**config.mk**
```make
export PLATFORM = sky130hd
export DESIGN_NAME = vcpu_ack_if
export DESIGN_NICKNAME = d
export VERILOG_FILES = /design/src/verilog/vcpu_ack_pkg.sv /design/src/verilog/vcpu_ack_if.sv /design/src/verilog/vcpu_list_mem.sv
export SDC_FILE = /design/constraint.sdc
export NUM_CORES = 1
export LEC_CHECK = 0
export ABC_AREA = 1
export BUFFER_PORTS_ARGS = -buffer_cell sky130_fd_sc_hd__buf_2
export CAP_MARGIN = 20
export CORE_ASPECT_RATIO = 1.5
export CORE_MARGIN = 3
export CORE_UTILIZATION = 25
export CTS_BUF_LIST = sky130_fd_sc_hd__clkbuf_4 sky130_fd_sc_hd__clkbuf_8
export CTS_CLUSTER_DIAMETER = 50
export DETAILED_ROUTE_END_ITERATION = 10
export PLACE_DENSITY = 0.39
export SLEW_MARGIN = 10
export SYNTH_ARGS = -nofsm -noshare
export SYNTH_HDL_FRONTEND = slang
export SYNTH_SLANG_ARGS = --single-unit
```
**constraint.sdc**
```tcl
create_clock -name clk -period 3 [get_ports clk]
set_clock_uncertainty 0.05 [all_clocks]
set_input_delay 0.6 -clock clk [delete_from_list [all_inputs] [get_ports clk]]
set_output_delay 0.6 -clock clk [all_outputs]
set_load 0.05 [all_outputs]
```
**src/verilog/vcpu_ack_pkg.sv**
```systemverilog
// Constants and types for the virtual acknowledge and group 0 enable block
package vcpu_ack_pkg;
   // Coprocessor field encodings
   localparam logic [3:0] CRN_CPUIF      = 4'hc;
   localparam logic [3:0] CRM_GRP0       = 4'h8;
   localparam logic [3:0] CRM_GRP1       = 4'hc;
   localparam logic [2:0] OPC2_ACK       = 3'h0;
   localparam logic [2:0] OPC2_HPEND     = 3'h2;
   localparam logic [2:0] OPC2_GRP0_EN   = 3'h6;
   localparam logic [2:0] OPC1_CPUIF     = 3'h0;
   // Interrupt number field, group 0 enable bit and idle priority
   localparam int          NUM_W         = 24;
   localparam logic [23:0] SPURIOUS_NUM  = 24'h0003ff;
   localparam logic [23:0] NUM16_MASK    = 24'h00ffff;
   localparam int          ENABLE_BIT    = 0;
   localparam logic        ENABLE_RST    = 1'b0;
   localparam logic [7:0]  IDLE_PRIO     = 8'hff;
   // Table of virtual interrupts held in the list memory
   localparam int          LR_N          = 4;
   localparam int          LR_AW         = 2;
   localparam int          LR_W          = 34; // [33]act [32]pend [31:24]prio [23:0]num
   // Access outcome
   typedef enum logic [4:0] {
      RES_OK    = 5'b00001,
      RES_PHYS  = 5'b00010,
      RES_HYP   = 5'b00100,
      RES_KERN  = 5'b01000,
      RES_UNDEF = 5'b10000
   } result_t;
   // Access state machine
   typedef enum logic [2:0] {
      ST_IDLE = 3'b001,
      ST_SCAN = 3'b010,
      ST_DONE = 3'b100
   } state_t;
endpackage

```
**src/verilog/vcpu_ack_if.sv**
```systemverilog
// Virtual CPU interface: acknowledge, highest pending and group 0 enable
`timescale 1ns/1ns
// Contract
// [RULE1] Group 0 acknowledge read returns and acknowledges
// [RULE2] Group 1 acknowledge read returns and acknowledges
// [RULE3] Return highest pending if signallable and acknowledgeable
// [RULE4] Unobservable interrupt returns number 1023
// [RULE5] Number bits 23:0, 16-bit mode zeroes 23:16
// [RULE6] Group 0 acknowledge virtual only when fiq routed
// [RULE7] Group 1 acknowledge virtual only when irq routed
// [RULE8] Group 0 enable virtual only when fiq routed
// [RULE9] Group 1 highest pending virtual when irq routed
// [RULE10] Coprocessor trap bit traps to hypervisor
// [RULE11] Sysreg enable zero traps kernel, or undefined
// [RULE12] Trap-all bits trap their group to hypervisor
// [RULE13] Enable bit 0 gates group 0, rest zero
// [RULE14] Group 0 enable resets to zero
// [RULE15] Registers 32 bits; acknowledge read-only, enable read-write
// [RULE16] Decode by CRn, CRm and opc2 fields
// [RULE17] Highest pending reports without acknowledging
// [RULE18] Acknowledge marks active, raises running priority
// [RULE19] Disabled group acknowledge returns special number
module vcpu_ack_if
   import vcpu_ack_pkg::*;
(
   input  wire logic              clk,
   input  wire logic              sys_rst,
   input  wire logic              acc_valid,
   input  wire logic              acc_write,
   input  wire logic              acc_ns_kernel,
   input  wire logic              acc_state32,
   input  wire logic [2:0]        acc_opc1,
   input  wire logic [3:0]        acc_crn,
   input  wire logic [3:0]        acc_crm,
   input  wire logic [2:0]        acc_opc2,
   input  wire logic [31:0]       acc_wdata,
   input  wire logic              fiq_routing_control,
   input  wire logic              irq_routing_control,
   input  wire logic              coprocessor_group_trap_bit,
   input  wire logic              guest_sysreg_enable_bit,
   input  wire logic              trap_all_group0_bit,
   input  wire logic              trap_all_group1_bit,
   input  wire logic              identifier_width_field,
   input  wire logic [7:0]        priority_mask,
   input  wire logic              group1_enable,
   input  wire logic              lr_we,
   input  wire logic [LR_AW-1:0]  lr_waddr,
   input  wire logic [LR_W-1:0]   lr_wdata,
   input  wire logic              lr_group1_in,
   output logic                   acc_done,
   output logic [4:0]             acc_result,
   output logic [31:0]            acc_rdata,
   output logic                   ack_pulse,
   output logic [LR_AW-1:0]       ack_index,
   output logic [7:0]             running_priority,
   output logic                   virtual_group0_enable
);
   // Group of each list entry held beside the memory
   logic [LR_N-1:0]  grp1_q;
   logic [LR_N-1:0]  act_clr_q;
   state_t           state_q;
   logic             is_ack_q;
   logic             is_hpend_q;
   logic             is_grp1_q;
   logic [LR_AW-1:0] scan_q;
   logic [LR_AW-1:0] rd_idx_q;
   logic             scan_live_q;
   logic             best_vld_q;
   logic [LR_AW-1:0] best_idx_q;
   logic [7:0]       best_prio_q;
   logic [23:0]      best_num_q;
   logic [LR_W-1:0]  rd_word;
   logic             mem_we;
   logic [LR_AW-1:0] mem_waddr;
   logic [LR_W-1:0]  mem_wdata;
   logic [LR_W-1:0]  act_word_q;
   logic             act_pend_q;

   // Decode and permission checks
   logic    dec_grp0_ack;
   logic    dec_grp1_ack;
   logic    dec_grp0_en;
   logic    dec_grp1_hp;
   logic    dec_hit;
   logic    dec_grp0;
   logic    route_virt;
   result_t res_d;

   // Field decode of the instruction
   assign dec_hit      = acc_crn == CRN_CPUIF && acc_opc1 == OPC1_CPUIF; // [RULE16]
   assign dec_grp0_ack = dec_hit && acc_crm == CRM_GRP0 && acc_opc2 == OPC2_ACK; // [RULE16]
   assign dec_grp1_ack = dec_hit && acc_crm == CRM_GRP1 && acc_opc2 == OPC2_ACK; // [RULE16]
   assign dec_grp0_en  = dec_hit && acc_crm == CRM_GRP1 && acc_opc2 == OPC2_GRP0_EN; // [RULE16]
   assign dec_grp1_hp  = dec_hit && acc_crm == CRM_GRP1 && acc_opc2 == OPC2_HPEND; // [RULE16]
   assign dec_grp0     = dec_grp0_ack || dec_grp0_en;
   // Group 0 registers follow fiq routing, group 1 follow irq routing
   assign route_virt   = dec_grp0 ? fiq_routing_control : irq_routing_control; // [RULE6] [RULE7] [RULE8] [RULE9]

   // Outcome priority: sysreg enable (undefined or kernel trap), routing, hypervisor traps, then write undefined
   always_comb begin
      res_d = RES_OK;
      if (!guest_sysreg_enable_bit) begin
         res_d = acc_state32 ? RES_UNDEF : RES_KERN; // [RULE11]
      end else if (!route_virt) begin
         res_d = RES_PHYS; // [RULE6] [RULE7] [RULE8] [RULE9]
      end else if (coprocessor_group_trap_bit) begin
         res_d = RES_HYP; // [RULE10]
      end else if (dec_grp0 ? trap_all_group0_bit : trap_all_group1_bit) begin
         res_d = RES_HYP; // [RULE12]
      end else if (acc_write && !dec_grp0_en) begin
         res_d = RES_UNDEF; // [RULE15]
      end
   end

   logic take;
   assign take = acc_valid && acc_ns_kernel && state_q == ST_IDLE &&
                 (dec_grp0_ack || dec_grp1_ack || dec_grp0_en || dec_grp1_hp);

   // Access state: idle, scan list, answer
   always_ff @(posedge clk) begin
      if (sys_rst) begin
         state_q <= ST_IDLE;
      end else begin
         case (state_q)
            ST_IDLE: begin
               if (take && res_d == RES_OK && !dec_grp0_en) begin
                  state_q <= ST_SCAN;
               end
            end
            ST_SCAN: begin
               if (scan_live_q && rd_idx_q == LR_AW'(LR_N - 1)) begin
                  state_q <= ST_DONE;
               end
            end
            ST_DONE: state_q <= ST_IDLE;
            default: state_q <= ST_IDLE;
         endcase
      end
   end

   // Latch the kind of access being served
   always_ff @(posedge clk) begin
      if (sys_rst) begin
         is_ack_q   <= 1'b0;
         is_hpend_q <= 1'b0;
         is_grp1_q  <= 1'b0;
      end else if (take) begin
         is_ack_q   <= dec_grp0_ack || dec_grp1_ack;
         is_hpend_q <= dec_grp1_hp;
         is_grp1_q  <= !dec_grp0;
      end
   end

   // Walk the list one entry per cycle; read data lags address by one
   always_ff @(posedge clk) begin
      if (sys_rst) begin
         scan_q      <= '0;
         rd_idx_q    <= '0;
         scan_live_q <= 1'b0;
      end else if (state_q == ST_SCAN) begin
         scan_q      <= scan_q + 1'b1;
         rd_idx_q    <= scan_q;
         scan_live_q <= 1'b1;
      end else begin
         scan_q      <= '0;
         rd_idx_q    <= '0;
         scan_live_q <= 1'b0;
      end
   end

   // Candidate: pending, not active, right group; acknowledge reads also need enabled, above mask
   logic cand;
   logic grp_en;
   assign grp_en = is_grp1_q ? group1_enable : virtual_group0_enable; // [RULE19]
   assign cand = scan_live_q && rd_word[32] && !rd_word[33] &&
                 grp1_q[rd_idx_q] == is_grp1_q &&
                 (is_hpend_q || (grp_en && rd_word[31:24] < priority_mask &&
                                 rd_word[31:24] < running_priority)); // [RULE3] [RULE19]

   // Keep the best candidate; lower value wins, first index on ties
   always_ff @(posedge clk) begin
      if (sys_rst || state_q == ST_IDLE) begin
         best_vld_q  <= 1'b0;
         best_idx_q  <= '0;
         best_prio_q <= IDLE_PRIO;
         best_num_q  <= SPURIOUS_NUM;
      end else if (cand && (!best_vld_q || rd_word[31:24] < best_prio_q)) begin
         best_vld_q  <= 1'b1; // [RULE3]
         best_idx_q  <= rd_idx_q;
         best_prio_q <= rd_word[31:24];
         best_num_q  <= rd_word[23:0];
      end
   end

   // Returned number: 1023 when nothing observable, narrowed in 16-bit mode
   logic [23:0] num_out;
   assign num_out = (best_vld_q ? best_num_q : SPURIOUS_NUM) &
                    (identifier_width_field ? {NUM_W{1'b1}} : NUM16_MASK); // [RULE4] [RULE5]

   // Answer to the core
   always_ff @(posedge clk) begin
      if (sys_rst) begin
         acc_done   <= 1'b0;
         acc_result <= RES_OK;
         acc_rdata  <= '0;
      end else if (take && !(res_d == RES_OK && !dec_grp0_en)) begin
         acc_done   <= 1'b1;
         acc_result <= res_d;
         acc_rdata  <= (res_d == RES_OK && !acc_write) ?
                       {31'h0, virtual_group0_enable} : 32'h0; // [RULE13] [RULE15]
      end else if (state_q == ST_DONE) begin
         acc_done   <= 1'b1;
         acc_result <= RES_OK;
         acc_rdata  <= {8'h00, num_out}; // [RULE1] [RULE2] [RULE5] [RULE17]
      end else begin
         acc_done   <= 1'b0;
         acc_result <= acc_result;
         acc_rdata  <= acc_rdata;
      end
   end

   // Group 0 enable register, bit 0 only
   always_ff @(posedge clk) begin
      if (sys_rst) begin
         virtual_group0_enable <= ENABLE_RST; // [RULE14]
      end else if (take && dec_grp0_en && acc_write && res_d == RES_OK) begin
         virtual_group0_enable <= acc_wdata[ENABLE_BIT]; // [RULE8] [RULE13]
      end
   end

   // Acknowledge only from acknowledge reads, never the pending query
   logic ack_now;
   assign ack_now = state_q == ST_DONE && is_ack_q && best_vld_q; // [RULE1] [RULE2] [RULE17]

   always_ff @(posedge clk) begin
      if (sys_rst) begin
         ack_pulse        <= 1'b0;
         ack_index        <= '0;
         running_priority <= IDLE_PRIO;
      end else begin
         ack_pulse <= ack_now;
         if (ack_now) begin
            ack_index        <= best_idx_q;
            running_priority <= best_prio_q; // [RULE18]
         end
      end
   end

   // Second cycle of acknowledge: rewrite entry as active, not pending.
   // Done from the latched word, so a list write the same cycle wins.
   always_ff @(posedge clk) begin
      if (sys_rst) begin
         act_pend_q <= 1'b0;
         act_word_q <= '0;
      end else begin
         act_pend_q <= ack_now;
         act_word_q <= {2'b10, best_prio_q, best_num_q}; // [RULE18]
      end
   end

   // Group tags ride alongside list writes
   genvar gi;
   generate
      for (gi = 0; gi < LR_N; gi++) begin : g_grp
         always_ff @(posedge clk) begin
            if (sys_rst) begin
               grp1_q[gi] <= 1'b0;
            end else if (lr_we && lr_waddr == LR_AW'(gi)) begin
               grp1_q[gi] <= lr_group1_in;
            end
         end
         assign act_clr_q[gi] = act_pend_q && ack_index == LR_AW'(gi) &&
                                !(lr_we && lr_waddr == LR_AW'(gi));
      end
   endgenerate

   assign mem_we    = lr_we || (|act_clr_q);
   assign mem_waddr = lr_we ? lr_waddr : ack_index;
   assign mem_wdata = lr_we ? lr_wdata : act_word_q;

   vcpu_list_mem u_mem (
      .clk   (clk),
      .we    (mem_we),
      .waddr (mem_waddr),
      .wdata (mem_wdata),
      .raddr (scan_q),
      .rdata (rd_word)
   );
endmodule

```
**src/verilog/vcpu_list_mem.sv**
```systemverilog
// Small list memory holding virtual interrupt entries, registered read
`timescale 1ns/1ns
module vcpu_list_mem
   import vcpu_ack_pkg::*;
(
   input  wire logic              clk,
   input  wire logic              we,
   input  wire logic [LR_AW-1:0]  waddr,
   input  wire logic [LR_W-1:0]   wdata,
   input  wire logic [LR_AW-1:0]  raddr,
   output logic      [LR_W-1:0]   rdata
);
   logic [LR_W-1:0] mem_q [LR_N];

   // Write port
   always_ff @(posedge clk) begin
      if (we) begin
         mem_q[waddr] <= wdata;
      end
   end

   // Read data leaves from a register
   always_ff @(posedge clk) begin
      rdata <= mem_q[raddr];
   end
endmodule

```
==> metrics.csv <==
metric,value,unit
drive_gt1_frac,0.193,
critPathSlowestCell,dfxtp_1,
dieArea,0.0490,sq mm
clock-sinks,295,
grt_pass1_wl,50800,microns
period_needed,2.23,ns
worstPathArrival,2.66,ns
avgSynthCellArea,9.79,sq um
synth.distinct_cells,44,
dp_cells,1854,
gr-usage-all-layers,0.133,
slew_headroom,0.482,
drc,0,
hold_depth,4,
fin_nets,1440,
fill_cells,4766,
cts_resized,0,
layout_commonest_cell,nand2_1,
crit_type,reg2reg,
place_congestion,0.745,
seq_area_frac_synth,0.627,
ir_drop,0.270,mV
rsz0062_at_grt,false,
cts_setup_buffers,0,
antenna_found_initial,2,
maxSlewViolCount,0,
min_period_over_period,0.744,
cap_viol_max_count,0,
yosys_warnings,0,
first_pass_iters,4,
syn_inst,1184,
final_cells,1939,
grt_pass1_vias,8349,
crit_fanout,39,
coreArea,0.0458,sq mm
worstMarginPinSlew,0.777,ns
grt-ovfl-total,0,
start_kind,register,
place_hpwl,21000,microns
yosys_register_bits,295,
hold_path_class,in2reg,
die_height,270,microns
reg2reg_depth,10,
root_buffer,clkbuf_8,
p_leak,0.00584,uW
slowest_delay,0.43,ns
synth-main-ff-cell,dfxtp_1,
routed_wl,33500,microns
ys_top_cells_by_area,"edfxtp_1, dfxtp_1, nand2_1",
path_delay_family,compound AO/OA/AOI/OAI gates,
crit_cells,10,
viasPerCell,4.37,
rows,96,
required,3.43,ns
final_cell_mix,"nand2_1, nor2_1, dfxtp_1",
pin_count,156,
path_clk_slew,0.07,ns
synth_top_area_cell,edfxtp_1,
async_reset_ff_frac,0,
crit_chain,"ha_1, a21oi_1, nor2_1, a211oi_1, nand3_1, o21bai_1, nand3_2, buf_4, nor2_1, nor2_1",
hold_viol_final,0,
antenna_left,0,
cts_hold_buffers,0,
grt_use_met1,0.162,
finalSetupTns,0,ns
crit_buf_inv,1,
critical_path.most_common_cell,nor2_1,
drt_iter0_drc,295,
drt-wirelength-per-cell,17.3,microns
start_util,0.253,
num_vias,8478,
top_usage_layer,met2,
syn_area,0.0116,sq mm
fmax,0.448,GHz
cts_made_buffers,45,
setup_viol,0,
syn_to_final_growth,18.8,%
worstSetupEndpointType,register,
status,"finished, final reports clean",
netlist.area_leader.share,0.352,
grt_use_met3,0.0196,
htree_levels,2,
worst_skew_pair.late_latency,0.58,ns
die_w,182,microns
port_buffers,116,
utilization,0.301,
grt_max_degree,71,
powerDensity,585,mW/mm^2
grtUsageMet2,0.242,
clockBufferDepth,3,
synth-edff-count,136,
cts_tree,done,
==> final timing paths <==
path                              start                           to  slack, ns
max             u_mem.rdata[29]$_DFF_P_  best_num_q[14]$_SDFFE_PP0P_       0.77
min reg2reg  best_num_q[3]$_SDFFE_PP1P_     act_word_q[3]$_SDFF_PP0_       0.39
max reg2reg     u_mem.rdata[29]$_DFF_P_  best_num_q[14]$_SDFFE_PP0P_       0.77
min                         acc_state32   acc_result[3]$_SDFFE_PP0P_       0.26
==> per-layer routing <==
layer	vias to the layer above	share of wire
li1	4253	-
met1	4045	0.43
met2	137	0.51
met3	43	0.034
met4	0	0.021
met5	-	0
==> cell families after synthesis <==
family,share of synthesized area
AND/OR/NAND/NOR,0.197
buffers and inverters,0.0578
AO/OA/AOI/OAI,0.0956
adder cells (fa/ha/maj),0.0227
flip-flops,0.627
other,0.000324
==> report_power, final <==
part           total [uW]  switching (uW)  leakage [uW]  internal (uW)
Sequential           4370            37.1       0.00256           4330
Clock                3290            1570      0.000464           1720
Combinational         401             279       0.00281            122
==> sequential cells by signal, summed over array words and instances (netlist names), 4 cells and up <==
register	flops
u_mem.mem_q	136
acc_result	5
act_word_q	33
best_prio_q	8
acc_rdata	24
best_num_q	24
u_mem.rdata	34
grp1_q	4
running_priority	8
==> final cells by class <==
class                           instances  area (sq um)  area share
Antenna cell                            2          5.00    0.000363
Clock buffer                           67           803      0.0583
Clock inverter                         16          77.6     0.00563
Inverter                               96           363      0.0264
Multi-Input combinational cell        734          3690       0.268
Sequential cell                       295          7270       0.528
Tap cell                              588           736      0.0534
Timing Repair Buffer                  141           831      0.0603
==> Yosys cell counts, drive strengths merged, types with 2 or more instances <==
library cell and count:
inv 93, o221ai 9, clkbuf 45, nor2 184
a21oi 47, clkinv 3, o22ai 35, a32oi 6
o21ai 92, edfxtp 136, buf 21, nand3 49
nand2 222, a211oi 2, ha 21, nor3b 2
nand4 22, nor3 25, dfxtp 159, nand3b 2
==> worst register-to-register path, delay by kind of cell, from the launching register on <==
family | cells | cell delay (ns)
AOI/OAI and AO/OA | 3 | 0.53
and+or+nand+nor | 5 | 0.55
buffers and inverters | 1 | 0.30
DFF | 1 | 0.43
adders and majority gates | 1 | 0.29
==> per-stage QoR <==
step                total power (uW)  instance area [sq um]  setup WS (ns)  hold slack (ns)
finish                          8050                  13800          0.769            0.257
global route                    8420                  13800          0.448            0.250
CTS                             8200                  13800          0.721            0.209
detailed placement              4860                  12900          0.420            0.384
global placement                4860                  12900          0.408            0.384
floorplan                       4680                  11600          0.419            0.363
Power figures use the tool's default switching activity.
